--- src/hw/tpft_defines.vh ---
`ifndef TPFT_DEFINES_VH
`define TPFT_DEFINES_VH

// ----------------------------------------
// main register space offsets
// ----------------------------------------
`define TPFT_PORT_SEL_ADDR 8'h1e
`define TPFT_INDEX_ADDR 8'h66
`define TPFT_DATA_ADDR 8'h67

// ----------------------------------------
// port select fields and reset value
// ----------------------------------------
`define TPFT_PORT0_SEL_BIT 0
`define TPFT_PORT1_SEL_BIT 1
`define TPFT_PORT_SEL_RST 8'h01

// ----------------------------------------
// indirect geometry offsets
// ----------------------------------------
`define TPFT_TOTAL_HWIDTH_LOW 8'h04
`define TPFT_TOTAL_VWIDTH_LOW_HWIDTH_HIGH 8'h05
`define TPFT_TOTAL_VWIDTH_HIGH 8'h06
`define TPFT_ACTIVE_HWIDTH_LOW 8'h07
`define TPFT_ACTIVE_VWIDTH_LOW_HWIDTH_HIGH 8'h08
`define TPFT_ACTIVE_VWIDTH_HIGH 8'h09
`define TPFT_HSYNC_PULSE_WIDTH 8'h0a

// ----------------------------------------
// indirect geometry reset values
// ----------------------------------------
`define TPFT_TOTAL_HWIDTH_LOW_RST 8'h48
`define TPFT_TOTAL_VWIDTH_LOW_HWIDTH_HIGH_RST 8'h53
`define TPFT_TOTAL_VWIDTH_HIGH_RST 8'h1e
`define TPFT_ACTIVE_HWIDTH_LOW_RST 8'h20
`define TPFT_ACTIVE_VWIDTH_LOW_HWIDTH_HIGH_RST 8'h03
`define TPFT_ACTIVE_VWIDTH_HIGH_RST 8'h1e
`define TPFT_HSYNC_PULSE_WIDTH_RST 8'h0a

// ----------------------------------------
// nibble field positions in split bytes
// ----------------------------------------
`define TPFT_HIGH_NIB_MSB 3
`define TPFT_HIGH_NIB_LSB 0
`define TPFT_LOW_NIB_MSB 7
`define TPFT_LOW_NIB_LSB 4

`endif

--- src/hw/tpft_frame_timing.v ---
`timescale 1ns/10ps
`include "tpft_defines.vh"

module tpft_frame_timing
#(
  parameter NUM_PORTS = 2,
  parameter DIM_WIDTH = 12
)
(
  input wire sys_clk,
  input wire arst_n,
  input wire reg_wr_en,
  input wire reg_rd_en,
  input wire [7:0] reg_addr,
  input wire [7:0] reg_wdata,
  output reg [7:0] reg_rdata,
  input wire [NUM_PORTS-1:0] gen_enable,
  output wire [NUM_PORTS-1:0] hsync_out,
  output wire [NUM_PORTS-1:0] active_out,
  output wire [NUM_PORTS-1:0] frame_start
);

  // ----------------------------------------
  // constants and storage
  // ----------------------------------------
  localparam GEO_BYTES = 7; // geometry bytes per port
  localparam [7:0] GEO_BASE = `TPFT_TOTAL_HWIDTH_LOW; // first geometry offset

  reg [7:0] port_sel_reg; // output port select
  reg [7:0] indirect_index_reg; // indirect offset
  reg [7:0] geo_mem [0:NUM_PORTS*GEO_BYTES-1]; // geometry bytes of every port
  reg [7:0] rd_port_byte; // read mux result
  reg [7:0] rd_next; // next read data
  integer i; // reset loop index
  integer p; // write loop index
  integer q; // read loop index, kept apart so each loop variable has one driver
  integer rd_port; // port that answers reads

  // ----------------------------------------
  // helpers
  // ----------------------------------------
  // reset value of geometry byte k
  function [7:0] geo_reset;
    input integer k;
    begin
      case (k)
        0: geo_reset = `TPFT_TOTAL_HWIDTH_LOW_RST;
        1: geo_reset = `TPFT_TOTAL_VWIDTH_LOW_HWIDTH_HIGH_RST;
        2: geo_reset = `TPFT_TOTAL_VWIDTH_HIGH_RST;
        3: geo_reset = `TPFT_ACTIVE_HWIDTH_LOW_RST;
        4: geo_reset = `TPFT_ACTIVE_VWIDTH_LOW_HWIDTH_HIGH_RST;
        5: geo_reset = `TPFT_ACTIVE_VWIDTH_HIGH_RST;
        6: geo_reset = `TPFT_HSYNC_PULSE_WIDTH_RST;
        default: geo_reset = 8'h00;
      endcase
    end
  endfunction

  // true when the index names a geometry byte
  function idx_valid;
    input [7:0] idx;
    begin
      idx_valid = (idx >= `TPFT_TOTAL_HWIDTH_LOW) && (idx <= `TPFT_HSYNC_PULSE_WIDTH);
    end
  endfunction

  // low byte plus high nibble taken from the low half of the next byte
  function [11:0] join_low_byte;
    input [7:0] lo;
    input [7:0] hi;
    begin
      join_low_byte = {hi[`TPFT_HIGH_NIB_MSB:`TPFT_HIGH_NIB_LSB], lo};
    end
  endfunction

  // low nibble from the upper half of one byte plus a whole upper byte
  function [11:0] join_high_byte;
    input [7:0] lo;
    input [7:0] hi;
    begin
      join_high_byte = {hi, lo[`TPFT_LOW_NIB_MSB:`TPFT_LOW_NIB_LSB]};
    end
  endfunction

  // ----------------------------------------
  // main register space and indirect writes
  // ----------------------------------------
  // index then data, per selected port
  always @(posedge sys_clk or negedge arst_n)
  begin
    if (!arst_n)
    begin
      port_sel_reg <= `TPFT_PORT_SEL_RST;
      indirect_index_reg <= 8'h00;
      for (i = 0; i < NUM_PORTS*GEO_BYTES; i = i + 1)
      begin
        geo_mem[i] <= geo_reset(i % GEO_BYTES);
      end
    end
    else if (reg_wr_en)
    begin
      case (reg_addr)
        `TPFT_PORT_SEL_ADDR:
        begin
          port_sel_reg <= reg_wdata;
        end
        `TPFT_INDEX_ADDR:
        begin
          indirect_index_reg <= reg_wdata;
        end
        `TPFT_DATA_ADDR:
        begin
          // every selected port takes the byte; unknown offsets drop it
          if (idx_valid(indirect_index_reg))
          begin
            for (p = 0; p < NUM_PORTS; p = p + 1)
            begin
              if (port_sel_reg[p])
              begin
                geo_mem[p*GEO_BYTES + (indirect_index_reg - GEO_BASE)] <= reg_wdata;
              end
            end
          end
        end
        default:
        begin
          // other main-space offsets belong to other blocks
        end
      endcase
    end
  end

  // ----------------------------------------
  // read path
  // ----------------------------------------
  // lowest selected port answers indirect reads
  always @*
  begin
    rd_port = 0;
    rd_port_byte = 8'h00;
    rd_next = reg_rdata;
    for (q = NUM_PORTS-1; q >= 0; q = q - 1)
    begin
      if (port_sel_reg[q])
      begin
        rd_port = q;
      end
    end
    if (idx_valid(indirect_index_reg))
    begin
      rd_port_byte = geo_mem[rd_port*GEO_BYTES + (indirect_index_reg - GEO_BASE)];
    end
    if (reg_rd_en)
    begin
      case (reg_addr)
        `TPFT_PORT_SEL_ADDR: rd_next = port_sel_reg;
        `TPFT_INDEX_ADDR: rd_next = indirect_index_reg;
        `TPFT_DATA_ADDR: rd_next = rd_port_byte;
        default: rd_next = 8'h00;
      endcase
    end
  end

  // read data registered, valid the cycle after the read strobe
  always @(posedge sys_clk or negedge arst_n)
  begin
    if (!arst_n)
    begin
      reg_rdata <= 8'h00;
    end
    else
    begin
      reg_rdata <= rd_next;
    end
  end

  // ----------------------------------------
  // per-port geometry and generators
  // ----------------------------------------
  genvar g;
  generate
    for (g = 0; g < NUM_PORTS; g = g + 1)
    begin : port_gen
      wire [11:0] total_line_pixels; // pixels per line
      wire [11:0] total_frame_lines; // lines per frame
      wire [11:0] active_line_pixels; // active pixels per line
      wire [11:0] active_frame_lines; // active lines per frame
      wire [7:0] hsync_pulse_pixels; // hsync width in pixels

      // software keeps these still while gen_enable is high
      assign total_line_pixels = join_low_byte(geo_mem[g*GEO_BYTES], geo_mem[g*GEO_BYTES+1]);
      assign total_frame_lines = join_high_byte(geo_mem[g*GEO_BYTES+1], geo_mem[g*GEO_BYTES+2]);
      assign active_line_pixels = join_low_byte(geo_mem[g*GEO_BYTES+3], geo_mem[g*GEO_BYTES+4]);
      assign active_frame_lines = join_high_byte(geo_mem[g*GEO_BYTES+4], geo_mem[g*GEO_BYTES+5]);
      // zero gives no pulse at all, software avoids it
      assign hsync_pulse_pixels = geo_mem[g*GEO_BYTES+6];

      tpft_line_counter #(
        .WIDTH(DIM_WIDTH)
      ) u_counter (
        .sys_clk(sys_clk),
        .arst_n(arst_n),
        .gen_enable(gen_enable[g]),
        .total_line_pixels(total_line_pixels),
        .total_frame_lines(total_frame_lines),
        .active_line_pixels(active_line_pixels),
        .active_frame_lines(active_frame_lines),
        .hsync_pulse_pixels(hsync_pulse_pixels),
        .hsync_out(hsync_out[g]),
        .active_out(active_out[g]),
        .frame_start(frame_start[g])
      );
    end
  endgenerate

endmodule // tpft_frame_timing

--- src/hw/tpft_line_counter.v ---
`timescale 1ns/10ps
// ----------------------------------------
// pixel and line counters for one port
// ----------------------------------------
module tpft_line_counter
#(
  parameter WIDTH = 12
)
(
  input wire sys_clk,
  input wire arst_n,
  input wire gen_enable,
  input wire [WIDTH-1:0] total_line_pixels,
  input wire [WIDTH-1:0] total_frame_lines,
  input wire [WIDTH-1:0] active_line_pixels,
  input wire [WIDTH-1:0] active_frame_lines,
  input wire [7:0] hsync_pulse_pixels,
  output reg hsync_out,
  output reg active_out,
  output reg frame_start
);

  reg [WIDTH-1:0] pix_cnt_reg; // pixel within line
  reg [WIDTH-1:0] line_cnt_reg; // line within frame
  wire line_end; // last pixel of the line
  wire frame_end; // last line of the frame

  // a total of zero behaves as one so the counters never run away
  assign line_end = ({1'b0, pix_cnt_reg} + {{WIDTH{1'b0}}, 1'b1}) >= {1'b0, total_line_pixels};
  assign frame_end = ({1'b0, line_cnt_reg} + {{WIDTH{1'b0}}, 1'b1}) >= {1'b0, total_frame_lines};

  // ----------------------------------------
  // counters and registered timing outputs
  // ----------------------------------------
  always @(posedge sys_clk or negedge arst_n)
  begin
    if (!arst_n)
    begin
      pix_cnt_reg <= {WIDTH{1'b0}};
      line_cnt_reg <= {WIDTH{1'b0}};
      hsync_out <= 1'b0;
      active_out <= 1'b0;
      frame_start <= 1'b0;
    end
    else if (!gen_enable)
    begin
      // disabled: hold at the frame origin, outputs idle
      pix_cnt_reg <= {WIDTH{1'b0}};
      line_cnt_reg <= {WIDTH{1'b0}};
      hsync_out <= 1'b0;
      active_out <= 1'b0;
      frame_start <= 1'b0;
    end
    else
    begin
      // count pixels up to the line total, then lines up to the frame total
      if (line_end)
      begin
        pix_cnt_reg <= {WIDTH{1'b0}};
        line_cnt_reg <= frame_end ? {WIDTH{1'b0}} : line_cnt_reg + 1'b1;
      end
      else
      begin
        pix_cnt_reg <= pix_cnt_reg + 1'b1;
      end
      // sync high for the first hsync_pulse_pixels pixels of every line
      hsync_out <= ({{(WIDTH-8){1'b0}}, hsync_pulse_pixels} > pix_cnt_reg);
      // active at the start of line and frame
      active_out <= (pix_cnt_reg < active_line_pixels) && (line_cnt_reg < active_frame_lines);
      frame_start <= (pix_cnt_reg == {WIDTH{1'b0}}) && (line_cnt_reg == {WIDTH{1'b0}});
    end
  end

endmodule // tpft_line_counter

--- config.mk ---
export PLATFORM = sky130hd
export DESIGN_NAME = tpft_frame_timing
export DESIGN_NICKNAME = d
export VERILOG_FILES = /design/src/hw/tpft_frame_timing.v /design/src/hw/tpft_line_counter.v
export VERILOG_INCLUDE_DIRS = /design/src /design/src/hw
export SDC_FILE = /design/constraint.sdc
export NUM_CORES = 1
export LEC_CHECK = 0
export ABC_AREA = 1
export BUFFER_PORTS_ARGS = -buffer_cell sky130_fd_sc_hd__clkbuf_2
export CAP_MARGIN = 20
export CELL_PAD_IN_SITES_DETAIL_PLACEMENT = 0
export CELL_PAD_IN_SITES_GLOBAL_PLACEMENT = 1
export CORE_UTILIZATION = 49
export CTS_BUF_LIST = sky130_fd_sc_hd__clkbuf_4
export DETAILED_ROUTE_END_ITERATION = 7
export GPL_TIMING_DRIVEN = 0
export PLACE_DENSITY_LB_ADDON = 0.1
export REMOVE_ABC_BUFFERS = 1
export SETUP_SLACK_MARGIN = 0.4
export SYNTH_ARGS = -nofsm -noshare
export SYNTH_HDL_FRONTEND = slang
export SYNTH_SLANG_ARGS = --single-unit
--- constraint.sdc ---
create_clock -name sys_clk -period 3.9 [get_ports sys_clk]
set_input_delay 0 -clock sys_clk [delete_from_list [all_inputs] [get_ports sys_clk]]
set_output_delay 0 -clock sys_clk [all_outputs]
set_load 0.01 [all_outputs]
# Word level (Yosys, flattened, before mapping)
# Cells that the tools add are included.
# classes
addsub,11
n_mul,1
order_cmp,17
eq_ne,5
n_mux,34
bitwise,3
n_reduce_logical,14
# op_table
op,n
2-to-1 mux 112 bit,5
bitwise mux 112 bit,2
2-to-1 mux 12 bit,10
"greater-or-equal comparator 33 x 5 -> 1 bit, second input constant",3
NOT 32 -> 33 bit,3
"less-than comparator 33 x 1 -> 1 bit, second input constant",2
demux 8 bit (select 4 bit),2
"adder 12 x 1 -> 13 bit, second input constant",4
greater-or-equal comparator 13 x 12 -> 1 bit,4
"adder 12 x 1 -> 12 bit, second input constant",4
zero test 12 bit,4
less-than comparator 12 bit,4
2-to-1 mux 8 bit,5
"adder 3 x 32 -> 32 bit, first input constant",1
adder 32 bit,1
binary-select mux 8 bit (select 4 bit),1
"multiplier 32 x 3 -> 32 bit, second input constant",1
2-to-1 mux 32 bit,1
> comparator 8 x 12 -> 1 bit,2
case mux 8 bit (3 select lines),1
"== test 8 x 7 -> 1 bit, second input constant",2
"subtractor 8 x 3 -> 9 bit, second input constant",1
"== test 8 x 5 -> 1 bit, second input constant",1
"greater-or-equal comparator 8 x 3 -> 1 bit, second input constant",1
6 further kinds,20
# word_totals
ff_bits,190
out_inout_bits,14
word_cells,112

# Logic depth before layout (Yosys ltp)
# depth
ltp_word,13
ltp_mapped,23
mapped_depth_nobuf,23

# Cells and area by module
# From an unflattened synthesis, not the netlist that was laid out.
# unflattened
hier_cells,1994
area_unflattened_um2,14432.6
# modules_own_cells
mod,n_inst,cells_per_inst,area_each_um2
tpft_frame_timing,1,1062,7837.5
tpft_line_counter (port_gen[0].u_counter),1,468,3303.2
tpft_line_counter (port_gen[1].u_counter),1,464,3291.9

# Worst setup path before layout
# No wires, ideal clock.
# synth_timing
kind,register -> register
startpoint,reg indirect_index_reg[2]
endpoint,reg geo_mem[8] in the netlist's numbering
setup_time_ns,0.117
arrival_ns,2.784
path_slack_ns,0.999
path_stages_with_launch,21
n_path_buf,0
cell_sequence,dfrtp_1 -> inv_2 -> ha_1 -> inv_1 -> nor3_1 -> nand2_1 -> ha_1 -> nor2_1 -> nand2_1 -> nor2_1 -> nand2_1 -> nor2_1 -> nand2_1 -> nand2_1 -> nand3_2 -> nor2_4 -> nand4_1 -> nand2_4 -> nand2_4 -> nand2_1 -> nand2_1
# synth_between
elab_chain_cells,13
# synth_lines
item,line,rtl
start: declaration,tpft_frame_timing.v:30,reg [7:0] indirect_index_reg;
start signal: assignment,tpft_frame_timing.v:109,indirect_index_reg <= reg_wdata;
branches (longest 13 deep; another with greater-or-equal comparator 33 x 5 -> 1 bit),n/a,
end signal: indexed assignment,tpft_frame_timing.v:97,geo_mem[i] <= geo_reset(i % GEO_BYTES);
end signal: indexed assignment,tpft_frame_timing.v:120,geo_mem[p*GEO_BYTES + (indirect_index_reg - GEO_BASE)] <= reg_wdata;
end: declaration,tpft_frame_timing.v:31,reg [7:0] geo_mem [0:NUM_PORTS*GEO_BYTES-1];
# Parallel ways; which one is timed is not known. The select of a mux whose other input is x is not followed.
# A chain may end at the register's enable or synchronous reset.

# Worst setup path after layout
# layout_timing
startpoint,reg port_sel_reg[0]
endpoint,reg reg_rdata[0]
# layout_between
elab_chain_cells,9
# layout_lines
item,line,rtl
start: declaration,tpft_frame_timing.v:29,reg [7:0] port_sel_reg;
start signal: assignment,tpft_frame_timing.v:93,port_sel_reg <= `TPFT_PORT_SEL_RST;
start signal: assignment,tpft_frame_timing.v:105,port_sel_reg <= reg_wdata;
2-to-1 mux 32 bit,tpft_frame_timing.v:144,if (port_sel_reg[q])
multiplier 32 x 3 -> 32 bit,tpft_frame_timing.v:151,rd_port_byte = geo_mem[rd_port*GEO_BYTES + (indirect_index_reg - GEO_BASE)];
adder 32 bit,tpft_frame_timing.v:151,
NOT 32 -> 33 bit (not written as such),tpft_frame_timing.v:151,
binary-select mux 8 bit (select 4 bit),tpft_frame_timing.v:151,
2-to-1 mux 8 bit (not written as such) (2 in a row),tpft_frame_timing.v:151,
2-to-1 mux 8 bit,tpft_frame_timing.v:149,if (idx_valid(indirect_index_reg))
case mux 8 bit (3 select lines) (*),tpft_frame_timing.v:155,case (reg_addr)
end signal: assignment,tpft_frame_timing.v:173,reg_rdata <= rd_next;
end: declaration,tpft_frame_timing.v:16,"output reg [7:0] reg_rdata,"
# Every way passes the cells marked *; elsewhere a longest branch is shown, timed or not. The select of a mux whose other input is x is not followed.

==> impl_results.md <==
- Min-delay src: reg_addr[4]
- Worst Max-Slew Pin Slew: 1067 ps
- Clk_lat worst skew: 650 ps
- TritonCTS clock tree: built
- Number of flops mapped to enable cells by yosys: 0
- Mapped Avg Cell Area: 7.320 um2
- Die area: 29020 um2
- Final slew viol count: 0
- # Max-Cap Violations: 0
- Num CTS Buffers: 17
- H-tree Lvls: 4
- Antenna viol nets, final: 0
- Die Y-Extent: 170.3 um
- Normalized max-slew margin: 28.71%
- Register area share after synthesis: 34.59%
- Max reg flops: 96
- Layout cells sized above 1: 11.64%
- Commonest non-fill, non-tap cell in the layout: nand2_1
- GP Congestion: 0.8975
- FP Rows: 61
- Int Power: 2651 uW
- Tot GR Track Use: 30.40%
- Drt drc: 0
- Synthesized flop and latch total: 190
- Clock network fraction of design power: 28.8%
- Hpwl dp: 30.89 mm
- Fraction of registers with async set/reset: 100.0%
- Vias post-DR: 12960
- Clock Path Buffers: 2
- IO Pins: 36
- Drt wl/cell: 18.40 um
- Fin crit share: 87.21%
- Starting DRT DRC Count: 947
- Fmax: 294.0 MHz
- Setup WS pre-CTS: -410.2 ps
- Clock Pin Slew Worst Setup and Hold Paths: 190 ps
- Share of Yosys cell area claimed by the top area cell type: 27.21%
- Synth unique cells: 50
- WP data arrival: 3960 ps
- Grt total ovfl: 0
- Sequential power share: 46.8%
- Post-Layout Cell Count: 2329
- Ys flop type: dfrtp_1
- Die Wd: 170.3 um
- Clk_skew: 43.81 ps
- Worst setup EP type: flop
- Pwr dens: 280.6 nW/um2
- RSZ-0062 raised after global routing: true
- Clock tree root buffer cell: clkbuf_4
- Worst EP required: 4460 ps
- DRT Pass-1 Iters: 5
- Crit Path Max Fanout: 9
- Routed WL: 42.86 mm
- Final setup vio count: 0
- Vias/cell: 5.563
- Synthesized area: 13890 um2
- Combinational share of power: 24.4%
- Crit. Startpoint: port_sel_reg[0]
- Setup Crit Path Kind: reg2reg
- Pin count of the biggest net entering global routing: 67
- Crit path time final: 3401 ps
- Synth top area cells: dfrtp_1 (27%), nand2_1 (13%), ha_1 (12%)
- Outcome: finished, final reports clean
- RR Startpoint: port_sel_reg[0]
- Hold Path Class: in2reg
- CTS sink cnt: 190
- Sw Pwr: 1644 uW
- Gate Count Post-Synth: 1897
- Commonest non-fill, non-tap cells in the layout: nand2_1 (459), inv_1 (264), nand3_1 (218)
- Synth warnings: 0
- Placed instance count: 2256
- Leakage power: 0.007983 uW
- Synthesis-to-layout area growth: 10.23%
- Vias in the first global route: 12140
- CORE AREA: 27860 um2
- CP startpoint kind: flop
- Peak supply drop: 182.4 uV
- Worst Setup Slack, final: 498.8 ps
- Final hold violations: 0
- Yosys top cell by area: dfrtp_1
- First-pass GRT wire length: 66.79 mm
- Sw frac: 38.27%
- IO buf count: 35
- Final #Nets: 2094
- Effective utilization at floorplan: 49.85%
- Initial antenna violation count: 1
-- layout make-up --
cell class / count / area, um2
diodes: 1 / 2.502
clock buffers: 17 / 127.6
well taps: 378 / 473.0
fillers: 2723 / 12550
repair buffers: 81 / 728.2
clock inverters: 15 / 196.4
multi-input cells: 1370 / 7923
flip-flops and latches: 190 / 4812
inverters: 277 / 1044
-- worst paths after layout --
check,end,slack (ps),cells after the start
worst max-delay path,reg_rdata[0],500,12
worst min-delay path,reg_rdata[2],150,8
worst max register to register,reg_rdata[0],500,12
worst min register to register,geo_mem[34],480,2
max in group asynchronous,geo_mem[85],2890,4
min in group asynchronous,geo_mem[40],540,3
-- kinds of logic after synthesis --
kind of cell / synth area share (%)
AO/OA/AOI/OAI: 9.641
AND/OR/NAND/NOR: 32.18
adder cells (fa/ha/maj): 12.22
buffers and inverters: 9.605
XOR/XNOR: 1.766
flip-flops: 34.59
-- critical path, stage by stage (launching register included) --
cell	delay, ps
dfstp_2	650
nor2_1	110
ha_1	350
ha_4	130
inv_1	40
fa_2	330
xor2_1	170
xor2_1	620
inv_2	230
o21ai_0	340
o211ai_1	210
nand2_1	110
nand2_1	50
-- per-stage QoR --
step	total power (uW)	utilization, %	hold slack (ps)	setup TNS (ps)	area (um2)
2_1_floorplan	2640	-	-295.6	-50210	13590
3_3_place_gp	2957	51.12	329.4	-373330	14240
3_5_place_dp	2985	51.74	15.11	-1928	14410
4_1_cts	4233	53.98	104.8	0	15040
5_1_grt	4494	54.94	194.6	0	15310
6_report	4295	54.94	154.1	0	15310
-- per-layer routing --
layer	vias to the layer above	GRT usage, %	wire (um)
met5	-	0	0
met4	0	11.12	1329
met3	79	3.233	2000
met2	423	50.69	20390
met1	6145	40.68	19140
li1	6309	-	-
-- power by group through the flow --
stage | Sequential, uW | Clock, uW | Combinational [uW]
after floorplan | 2040 | 0 | 601
after global placement | 2040 | 0 | 914
after detailed placement | 2040 | 0 | 942
after CTS | 2010 | 1250 | 974
after global routing | 2010 | 1320 | 1160
final | 2010 | 1240 | 1050
-- what timing repair did --
| item | 4_1_cts | 5_1_grt |
|---|---|---|
| gates resized for setup | 7 | 38 |
| setup buffers | 2 | 13 |
| pin swaps | 1 | 12 |
| hold endpoints to repair | 298 | 0 |
| cloned | 0 | 1 |
| hold buffers | 24 | 0 |
| setup endpoints to repair | 164 | 168 |
-- Yosys cell counts, types with 8 or more instances --
master	n
nand3_1	220
nor4_1	9
inv_1	266
xor2_1	27
clkbuf_1	45
dfrtp_1	151
o21a_1	8
nand2_4	23
nand2_1	465
nand4_1	52
nor2_1	137
dfstp_2	39
nand2_2	15
nor3_1	24
o211ai_1	25
ha_1	134
inv_2	9
a21oi_1	98
o21ai_0	71
Note: power is estimated with default switching activity, not from simulation.
